<file path="src/include/bit_decoder_defs.svh">
// constants for the serial port bit address decoder
`ifndef BIT_DECODER_DEFS_SVH
`define BIT_DECODER_DEFS_SVH
`define PORT_COUNT 4
`define BASE_WIDTH 6
`define SELECT_WIDTH 5
`define ADDR_WIDTH 12
`define AUX_DTR 5'h00
`define AUX_DSR 5'h01
`define AUX_RING 5'h02
`define AUX_LEVEL_LOW 5'h04
`define AUX_LEVEL_HIGH 5'h05
`define ACU_FIRST 5'h10
`define ACU_LAST 5'h17
`define ACU_LED 5'h1e
`endif

</file>
<file path="src/include/bit_decoder_pkg.sv">
// types for the serial port bit address decoder
package bit_decoder_pkg;
    typedef struct packed {
        logic [5:0] base;
        logic half;
        logic [4:0] select;
    } bit_addr_type;
    typedef struct packed {
        logic dtr;
        logic led;
    } aux_out_type;
endpackage : bit_decoder_pkg

</file>
<file path="src/core/bit_decoder.sv">
// bit address decoder for a four port serial expander
`timescale 1ns/10ps
`include "bit_decoder_defs.svh"

// Behaviour
// - each port owns 64 single bit addresses, controller first, aux last.
// - address lines A3 to A14 form the bit address being decoded.
// - lines A3 to A8 are compared with each port's six switches.
// - leftmost switch matches A3 as msb, rightmost matches A8 as lsb.
// - A9 low selects the controller half starting at bit 0.
// - A9 high selects the auxiliary half of modem and led bits.
// - A10 to A14 give the five select bits, A10 most significant.
// - unused auxiliary positions are reserved and have no effect.
// - port A auxiliary half also holds the autocall bits.
// - aux 0x20 to 0x22 read dtr, dsr, ring; writes to 0x20 drive dtr.
// - aux 0x24 reads low level switch and drives led; 0x25 high switch.
module bit_decoder #(
    parameter int PORTS = `PORT_COUNT
) (
    input wire logic mclk_in,
    input wire logic rst_n_in,
    input wire logic [`ADDR_WIDTH-1:0] bit_addr_in,
    input wire logic serial_bit_output_line_in,
    input wire logic write_strobe_in,
    input wire logic [PORTS*`BASE_WIDTH-1:0] base_switch_in,
    input wire logic [PORTS-1:0] dsr_in,
    input wire logic [PORTS-1:0] ring_indicator_signal_in,
    input wire logic [PORTS-1:0] level_low_in,
    input wire logic [PORTS-1:0] level_high_in,
    input wire logic [PORTS-1:0] ctrl_bit_in,
    input wire logic [7:0] acu_status_in,
    output logic serial_bit_input_line_out,
    output logic [PORTS-1:0] ctrl_sel_out,
    output logic [`SELECT_WIDTH-1:0] ctrl_select_out,
    output logic [PORTS-1:0] dtr_out,
    output logic [PORTS-1:0] led_out,
    output logic [7:0] acu_ctrl_out
);
    // ------------------------------------------------------------
    // address split
    // ------------------------------------------------------------
    bit_decoder_pkg::bit_addr_type addr;
    logic [PORTS-1:0] hit;
    logic [PORTS-1:0] ctrl_sel_d;
    logic [PORTS-1:0] aux_sel;
    logic read_d;

    assign addr = bit_decoder_pkg::bit_addr_type'(bit_addr_in);

    function automatic logic aux_is(input logic [4:0] sel,
                                    input logic [4:0] code);
        return sel == code;
    endfunction : aux_is

    // ------------------------------------------------------------
    // per port window match
    // ------------------------------------------------------------
    // bit order of bit_addr_in puts A3 at the top, so msb switch meets A3
    genvar g;
    generate
        for (g = 0; g < PORTS; g++) begin : g_port
            assign hit[g] = addr.base ==
                base_switch_in[g*`BASE_WIDTH +: `BASE_WIDTH];
            assign ctrl_sel_d[g] = hit[g] && !addr.half;
            assign aux_sel[g] = hit[g] && addr.half;
        end
    endgenerate

    // ------------------------------------------------------------
    // read mux
    // ------------------------------------------------------------
    always_comb begin
        read_d = 1'b0;
        for (int p = 0; p < PORTS; p++) begin
            if (ctrl_sel_d[p]) begin
                read_d = ctrl_bit_in[p];
            end else if (aux_sel[p]) begin
                if (aux_is(addr.select, `AUX_DTR)) begin
                    read_d = dtr_out[p];
                end else if (aux_is(addr.select, `AUX_DSR)) begin
                    read_d = dsr_in[p];
                end else if (aux_is(addr.select, `AUX_RING)) begin
                    read_d = ring_indicator_signal_in[p];
                end else if (aux_is(addr.select, `AUX_LEVEL_LOW)) begin
                    read_d = level_low_in[p];
                end else if (aux_is(addr.select, `AUX_LEVEL_HIGH)) begin
                    read_d = level_high_in[p];
                end else if (p == 0 && addr.select >= `ACU_FIRST &&
                             addr.select <= `ACU_LAST) begin
                    read_d = acu_status_in[addr.select[2:0]];
                end
            end
        end
    end

    // ------------------------------------------------------------
    // registered outputs
    // ------------------------------------------------------------
    // one cycle of latency keeps every output straight off a flop
    always_ff @(posedge mclk_in) begin
        if (!rst_n_in) begin
            serial_bit_input_line_out <= 1'b0;
            ctrl_sel_out <= '0;
            ctrl_select_out <= '0;
        end else begin
            serial_bit_input_line_out <= read_d;
            ctrl_sel_out <= ctrl_sel_d;
            ctrl_select_out <= addr.select;
        end
    end

    always_ff @(posedge mclk_in) begin
        if (!rst_n_in) begin
            dtr_out <= '0;
            led_out <= '0;
            acu_ctrl_out <= '0;
        end else if (write_strobe_in) begin
            for (int p = 0; p < PORTS; p++) begin
                if (aux_sel[p] && aux_is(addr.select, `AUX_DTR)) begin
                    dtr_out[p] <= serial_bit_output_line_in;
                end
                if (aux_sel[p] && aux_is(addr.select, `AUX_LEVEL_LOW)) begin
                    led_out[p] <= serial_bit_output_line_in;
                end
            end
            // other aux codes fall through untouched
            if (aux_sel[0] && addr.select >= `ACU_FIRST &&
                addr.select <= `ACU_LAST) begin
                acu_ctrl_out[addr.select[2:0]] <=
                    serial_bit_output_line_in;
            end
        end
    end

    // ------------------------------------------------------------
    // checks
    // ------------------------------------------------------------
    property p_nomatch_zero;
        @(posedge mclk_in) disable iff (!rst_n_in)
        (hit == '0) |=> !serial_bit_input_line_out;
    endproperty
    a_nomatch_zero: assert property (p_nomatch_zero)
        else $error("unmatched read not zero");

    property p_ctrl_half;
        @(posedge mclk_in) disable iff (!rst_n_in)
        (hit[0] && !addr.half) |=> ctrl_sel_out[0];
    endproperty
    a_ctrl_half: assert property (p_ctrl_half)
        else $error("controller not selected");

    property p_aux_half;
        @(posedge mclk_in) disable iff (!rst_n_in)
        addr.half |=> ctrl_sel_out == '0;
    endproperty
    a_aux_half: assert property (p_aux_half)
        else $error("controller selected in aux half");

    property p_select;
        @(posedge mclk_in) disable iff (!rst_n_in)
        1'b1 |=> ctrl_select_out == $past(bit_addr_in[4:0]);
    endproperty
    a_select: assert property (p_select)
        else $error("select bits wrong");

    property p_match;
        @(posedge mclk_in) disable iff (!rst_n_in)
        (bit_addr_in[11:6] != base_switch_in[5:0]) |=> !ctrl_sel_out[0];
    endproperty
    a_match: assert property (p_match)
        else $error("port selected without match");

    property p_dtr_write;
        @(posedge mclk_in) disable iff (!rst_n_in)
        (write_strobe_in && aux_sel[0] && addr.select == `AUX_DTR)
        |=> dtr_out[0] == $past(serial_bit_output_line_in);
    endproperty
    a_dtr_write: assert property (p_dtr_write)
        else $error("dtr not written");

    property p_led_write;
        @(posedge mclk_in) disable iff (!rst_n_in)
        (write_strobe_in && aux_sel[0] && addr.select == `AUX_LEVEL_LOW)
        |=> led_out[0] == $past(serial_bit_output_line_in);
    endproperty
    a_led_write: assert property (p_led_write)
        else $error("led not written");

    property p_no_strobe;
        @(posedge mclk_in) disable iff (!rst_n_in)
        !write_strobe_in |=> $stable(dtr_out) && $stable(led_out);
    endproperty
    a_no_strobe: assert property (p_no_strobe)
        else $error("output changed without strobe");

    property p_reserved;
        @(posedge mclk_in) disable iff (!rst_n_in)
        (aux_sel[1] && addr.select == 5'h03) |=> !serial_bit_input_line_out;
    endproperty
    a_reserved: assert property (p_reserved)
        else $error("reserved bit read not zero");

    property p_acu_write;
        @(posedge mclk_in) disable iff (!rst_n_in)
        (write_strobe_in && aux_sel[0] && addr.select == `ACU_FIRST)
        |=> acu_ctrl_out[0] == $past(serial_bit_output_line_in);
    endproperty
    a_acu_write: assert property (p_acu_write)
        else $error("autocall bit not written");

    property p_acu_hold;
        @(posedge mclk_in) disable iff (!rst_n_in)
        !write_strobe_in |=> $stable(acu_ctrl_out);
    endproperty
    a_acu_hold: assert property (p_acu_hold)
        else $error("autocall bits changed without strobe");

    // top port wins the read mux on every code it decodes, so an overlap cannot mask it
    property p_ring_read;
        @(posedge mclk_in) disable iff (!rst_n_in)
        (aux_sel[PORTS-1] && addr.select == `AUX_RING)
        |=> serial_bit_input_line_out ==
            $past(ring_indicator_signal_in[PORTS-1]);
    endproperty
    a_ring_read: assert property (p_ring_read)
        else $error("ring status not returned");

    c_ctrl: cover property (@(posedge mclk_in) ctrl_sel_out[0]);
    c_led: cover property (@(posedge mclk_in) $rose(led_out[0]));
    c_dtr: cover property (@(posedge mclk_in) $rose(dtr_out[3]));
    c_acu: cover property (@(posedge mclk_in) acu_ctrl_out != 8'h00);
endmodule : bit_decoder

</file>
<file path="config.mk">
export PLATFORM = sky130hd
export DESIGN_NAME = bit_decoder
export DESIGN_NICKNAME = d
export VERILOG_FILES = /design/src/include/bit_decoder_pkg.sv /design/src/core/bit_decoder.sv
export VERILOG_INCLUDE_DIRS = /design/src /design/src/include
export SDC_FILE = /design/constraint.sdc
export NUM_CORES = 1
export LEC_CHECK = 0
export ABC_AREA = 1
export BUFFER_PORTS_ARGS = -buffer_cell sky130_fd_sc_hd__buf_2
export CORE_AREA = 2 2 57 81
export CTS_BUF_LIST = sky130_fd_sc_hd__clkbuf_16
export CTS_CLUSTER_DIAMETER = 120
export DETAILED_ROUTE_END_ITERATION = 10
export DIE_AREA = 0 0 59 83
export MAX_ROUTING_LAYER = met4
export PLACE_DENSITY_LB_ADDON = 0.05
export SETUP_SLACK_MARGIN = 0.15
export SYNTH_ARGS = -nofsm -noshare
export SYNTH_HDL_FRONTEND = slang
export SYNTH_SLANG_ARGS = --single-unit
</file>
<file path="constraint.sdc">
create_clock -name mclk_in -period 3 [get_ports mclk_in]
set_input_delay 0.3 -clock mclk_in [delete_from_list [all_inputs] [get_ports mclk_in]]
set_output_delay 0.3 -clock mclk_in [all_outputs]
set_load 0.03 [all_outputs]
</file>
# Yosys cells after proc, flatten, opt, wreduce, memory -nomap -nowiden
# Index checks and enable logic that the tools add are counted.
[op_classes] eq_ne=8 reduce_logical=31 order_cmp=4 muxes=34 div_mod_pow=0 n_bitwise=0 addsub=0 n_shift=0 multipliers=0
[op_table] operator="2-to-1 mux 1 bit" count=31
[op_table] operator="equality test 6 bit" count=4
[op_table] operator="logical AND 1 bit" count=20
[op_table] operator="AND reduction 2 bit" count=9
[op_table] operator="equality test 5 x 3 -> 1 bit (second input constant)" count=2
[op_table] operator="bitwise mux 8 bit" count=1
[op_table] operator="equality test 5 x 1 -> 1 bit (second input constant)" count=1
[op_table] operator="equality test 5 x 2 -> 1 bit (second input constant)" count=1
[op_table] operator="greater-or-equal comparator 5 bit (second input constant)" count=1
[op_table] operator="less-or-equal comparator 5 bit (second input constant)" count=1
[op_table] operator="logical NOT 5 bit" count=1
[op_table] operator="< comparator 3 x 4 -> 1 bit (second input constant)" count=1
[op_table] operator="binary-select mux 1 bit (select 3 bit)" count=1
[op_table] operator="demux 1 bit (select 3 bit)" count=1
[op_table] operator="greater-or-equal comparator 3 x 1 -> 1 bit (second input constant)" count=1
[op_table] operator="logical NOT 1 bit" count=1
[totals] n_memories=0 mem_bits_ro=0 latch_bits=0 ff_bits=26 input_bits=68 mem_bits_rw=0 word_cells=89

# Logic depth before layout (Yosys ltp)
[logic_depth] ltp_word=31 ltp_mapped=31 depth_no_buf=30

# Least setup slack after synthesis
# No wires, ideal clock.
[synth_path] path_type="input -> register" startpoint="input port bit_addr_in[1]" endpoint="register serial_bit_input_line_out" t_arrival_ns=2.064 t_required_ns=2.869 cell_stages=27 slack_ns=0.805 n_path_buf=1 cell_sequence="buf_6 > inv_4 > nor2_4 > nand3_2 > or2_0 > nand2_1 > nand2_1 > nand2_1 > nand3_1 > nand2_1 > nand2_1 > nand2_1 > nand2_1 > nand2_1 > nand3_1 > nand2_1 > nand2_1 > nand3_1 > nand3_1 > nand2_1 > nand3_1 > nand2_1 > nand2_1 > nand2_1 > nand2_1 > nand2_1 > a21oi_2"
[synth_between] elab_chain_len=31
[synth_lines] item="start: declaration" line_no="bit_decoder.sv:22" rtl="input wire logic [`ADDR_WIDTH-1:0] bit_addr_in,"
[synth_lines] item="greater-or-equal comparator 5 bit (no line) (tied with other cells)"
[synth_lines] item="logical AND 1 bit (no line) or 2-to-1 mux 1 bit (tied branches)"
[synth_lines] item="2-to-1 mux 1 bit" line_no="bit_decoder.sv:88" rtl="end else if (p == 0 && addr.select >= `ACU_FIRST &&"
[synth_lines] item="2-to-1 mux 1 bit" line_no="bit_decoder.sv:86" rtl="end else if (aux_is(addr.select, `AUX_LEVEL_HIGH)) begin"
[synth_lines] item="2-to-1 mux 1 bit" line_no="bit_decoder.sv:84" rtl="end else if (aux_is(addr.select, `AUX_LEVEL_LOW)) begin"
[synth_lines] item="2-to-1 mux 1 bit" line_no="bit_decoder.sv:82" rtl="end else if (aux_is(addr.select, `AUX_RING)) begin"
[synth_lines] item="2-to-1 mux 1 bit" line_no="bit_decoder.sv:80" rtl="end else if (aux_is(addr.select, `AUX_DSR)) begin"
[synth_lines] item="2-to-1 mux 1 bit" line_no="bit_decoder.sv:78" rtl="if (aux_is(addr.select, `AUX_DTR)) begin"
[synth_lines] item="[15 not listed]"
[synth_lines] item="2-to-1 mux 1 bit" line_no="bit_decoder.sv:75" rtl="if (ctrl_sel_d[p]) begin"
[synth_lines] item="2-to-1 mux 1 bit" line_no="bit_decoder.sv:86"
[synth_lines] item="2-to-1 mux 1 bit" line_no="bit_decoder.sv:84"
[synth_lines] item="2-to-1 mux 1 bit" line_no="bit_decoder.sv:82"
[synth_lines] item="2-to-1 mux 1 bit" line_no="bit_decoder.sv:80"
[synth_lines] item="2-to-1 mux 1 bit" line_no="bit_decoder.sv:78"
[synth_lines] item="2-to-1 mux 1 bit (*)" line_no="bit_decoder.sv:77" rtl="end else if (aux_sel[p]) begin"
[synth_lines] item="2-to-1 mux 1 bit (*)" line_no="bit_decoder.sv:75"
[synth_lines] item="end signal: assignment" line_no="bit_decoder.sv:106" rtl="serial_bit_input_line_out <= read_d;"
[synth_lines] item="end: declaration" line_no="bit_decoder.sv:32" rtl="output logic serial_bit_input_line_out,"
# Every way passes the cells marked *; elsewhere a longest branch is shown, timed or not. The select of a mux whose other input is x is not followed.
# A chain may end at the register's enable or synchronous reset.

# Worst setup path in the final report
# Same ends and word-level chain as after synthesis.

==> results.sh <==
export IMPL_outcome="finished, final reports clean"
export IMPL_cts_resized=0
export IMPL_setup_viol=0
export IMPL_critical_path_class="input pin to flop"
export IMPL_numCtsBuffers=3
export IMPL_ys_flop_type="dfxtp_1"
export IMPL_grt_overflow_total=0
export IMPL_critPathMaxFanout=10
export IMPL_power_density_nw_per_um2=379.1
export IMPL_diodes=0
export IMPL_ys_warn_count=0
export IMPL_wl_mm=5.210
export IMPL_cap_violations=0
export IMPL_period_minus_slack_ns=2.345
export IMPL_synth_area_leaders="dfxtp_1 29%, nand2_1 13%, inv_1 7.9%, xor2_1 5.3%, nor2_1 4.8%"
export IMPL_core_um2=4134
export IMPL_worst_ep_arrival_time_ns=2.48
export IMPL_synth_nets=343
export IMPL_antenna_found_initial=0
export IMPL_vias=2062
export IMPL_drive_gt1_share_pct=32.14
export IMPL_cts_hold_buf=0
export IMPL_wl_per_cell_um=12.74
export IMPL_die_w_um=59
export IMPL_root_buffer="clkbuf_16"
export IMPL_slew_headroom_pct=65.44
export IMPL_initial_core_util_pct=43.89
export IMPL_syn_to_final_growth_pct=31.86
export IMPL_synth_edff_count=0
export IMPL_synth_distinct_cells=35
export IMPL_synth_top_area_share_pct=28.69
export IMPL_cts_sinks=26
export IMPL_post_cts_repair_setup_buffers=0
export IMPL_synth_top_family_by_area="simple AND/OR/NAND/NOR gates"
export IMPL_tns_ns=0
export IMPL_dr_pass1_iters=4
export IMPL_antenna_left=0
export IMPL_synthXorXnorAreaFrac_pct=6.759
export IMPL_synth_seq_cells=26
export IMPL_timing_fmax_mhz=426.4
export IMPL_maxSlewViolCount=0
export IMPL_pin_count=94
export IMPL_gp_congestion=0.8914
export IMPL_dp_hpwl_mm=4.388
export IMPL_drt_iter0_drc=91
export IMPL_timing_final_crit_share_pct=78.18
export IMPL_crit_required_ns=3.14
export IMPL_synthSimpleGateAreaFrac_pct=39.52
export IMPL_cp_end_kind="flop"
export IMPL_cts_buffer_depth=2
export IMPL_fp_dieArea_um2=4897
export IMPL_tightest_slew_ns=0.5152
export IMPL_synthArstFlopShare_pct=0
export IMPL_htreeDepth=1
export IMPL_tritoncts="built"
export IMPL_vdd_drop_max_uv=394.4
export IMPL_whs_ns=0.2885
export IMPL_synth_compound_area_share_pct=12.97
export IMPL_synth_seq_area_share_pct=28.69
export IMPL_nets=433
export IMPL_finalHoldViolCount=0
export IMPL_grt_total_usage_pct=22.03
export IMPL_grt_max_degree=19
export IMPL_postSynthAreaPerCell_um2=6.597
export IMPL_fillCellCount=415
export IMPL_clk_latency_ns=0.26
export IMPL_drc=0
export IMPL_yosys_area_share_adder_pct=0
export IMPL_rows=28
export IMPL_grt_pass1_wl_mm=8.321
export IMPL_skew_ns=0.002692
export IMPL_synth_cells=275
export IMPL_synth_cell_area_um2=1814
export IMPL_rsz0062_at_grt="no"
export IMPL_clk_pin_slew_ns=0.07
export IMPL_die_h_um=83
export IMPL_hold_class="input pin to flop"
export IMPL_vias_per_cell=5.042
export IMPL_io_buffers=93
export IMPL_startpoint_type="input pin"
export IMPL_first_global_vias=1911
export IMPL_synth_top_area_cell="dfxtp_1"
export IMPL_reg2reg_setup_slack_ns=1.15
export IMPL_muxShareOfSynthArea_pct=0
export IMPL_p_leak_uw=0.001291
state kept, by name (all words and copies together), names as in the netlist:
register	flops
acu_ctrl_out	8
ctrl_sel_out	4
ctrl_select_out	5
dtr_out	4
led_out	4
serial_bit_input_line_out	1
metrics by stage:
step / utilization, % / std cells / area (um2) / total power, uW / setup slack (ns)
after CTS: 57.87 / 409 / 2392 / 913.3 / 0.6266
after global placement: 55.33 / 405 / 2287 / 527.0 / 0.4135
after floorplan: - / 275 / 1814 / 458.8 / 0.8050
after global routing: 57.87 / 409 / 2392 / 942.2 / 0.3029
final: 57.87 / 409 / 2392 / 906.8 / 0.6547
after detailed placement: 55.33 / 405 / 2287 / 529.3 / 0.3666
worst paths after layout:
check	from	to	depth (start not counted)
max	bit_addr_in[1]	serial_bit_input_line_out	27
min	bit_addr_in[3]	ctrl_select_out[3]	3
max reg2reg	dtr_out[0]	serial_bit_input_line_out	22
min reg2reg	led_out[1]	led_out[1]	2
critical path, cell delays in order:
cell	delay [ns]
buf_2	0.29
inv_4	0.08
nor2_4	0.14
nand3_2	0.14
or2_0	0.22
nand2_1	0.06
nand2_1	0.05
nand2_1	0.07
nand3_1	0.06
nand2_1	0.06
nand2_1	0.04
nand2_1	0.05
nand2_1	0.05
nand2_1	0.07
nand3_1	0.07
nand2_1	0.07
nand2_1	0.05
nand3_1	0.06
nand3_1	0.07
nand2_1	0.08
nand3_1	0.06
nand2_1	0.07
nand2_1	0.05
nand2_1	0.05
nand2_1	0.04
nand2_1	0.07
a21oi_2	0.05
layout by cell type (no fill, tap or decap), drive strengths merged:
cell type / instances
buf: 93
nand2: 62
inv: 41
nor2: 28
dfxtp: 26
nor3: 17
nand3: 17
a21oi: 14
xor2: 11
a31oi: 10
o21ai: 8
or2: 6
nand4: 5
nor4: 5
a311oi: 5
nor3b: 4
xnor2: 3
clkbuf: 3
clkinv: 2
nand3b: 1
o21a: 1
a22oi: 1
bufinv: 1
cells in the mapped netlist, types with 2 or more instances:
master,n
a311oi_1,5
xnor2_1,3
nand4_1,5
nand3_1,13
o21ai_0,8
xor2_1,11
clkbuf_1,5
nand3_2,3
nand2_1,61
nor3b_1,4
buf_6,2
a31oi_1,10
nor2_4,3
nor3_1,17
or2_2,5
dfxtp_1,26
nor4_1,5
nor2_1,23
inv_1,38
a21oi_1,13
per-layer routing:
layer	track usage, %	vias to the layer above	part of all wire, %
met5	-	-	0
met4	4.132	0	1.2
met3	3.738	6	5.0
met2	43.23	68	58
met1	21.46	905	36
li1	-	1083	-
cells by family after synthesis:
group | count (synthesis)
AO/OA/AOI/OAI | 39
XOR/XNOR | 14
buffers and inverters | 51
flip-flops | 26
AND/OR/NAND/NOR | 145
cell type report:
| type | count | area, um2 | area share, % |
|---|---|---|---|
| inverter | 43 | 170.2 | 7.113 |
| multi-input combinational | 198 | 1075 | 44.93 |
| clock inverter | 1 | 30.03 | 1.255 |
| timing repair buffer | 93 | 465.4 | 19.46 |
| sequential | 26 | 520.5 | 21.76 |
| clock buffer | 3 | 75.07 | 3.138 |
| tap | 45 | 56.30 | 2.354 |
where the power goes:
group,switching (uW),internal [uW]
logic,100,69.2
clock network,122,265
registers,0.841,349
(Power assumes the default switching activity.)
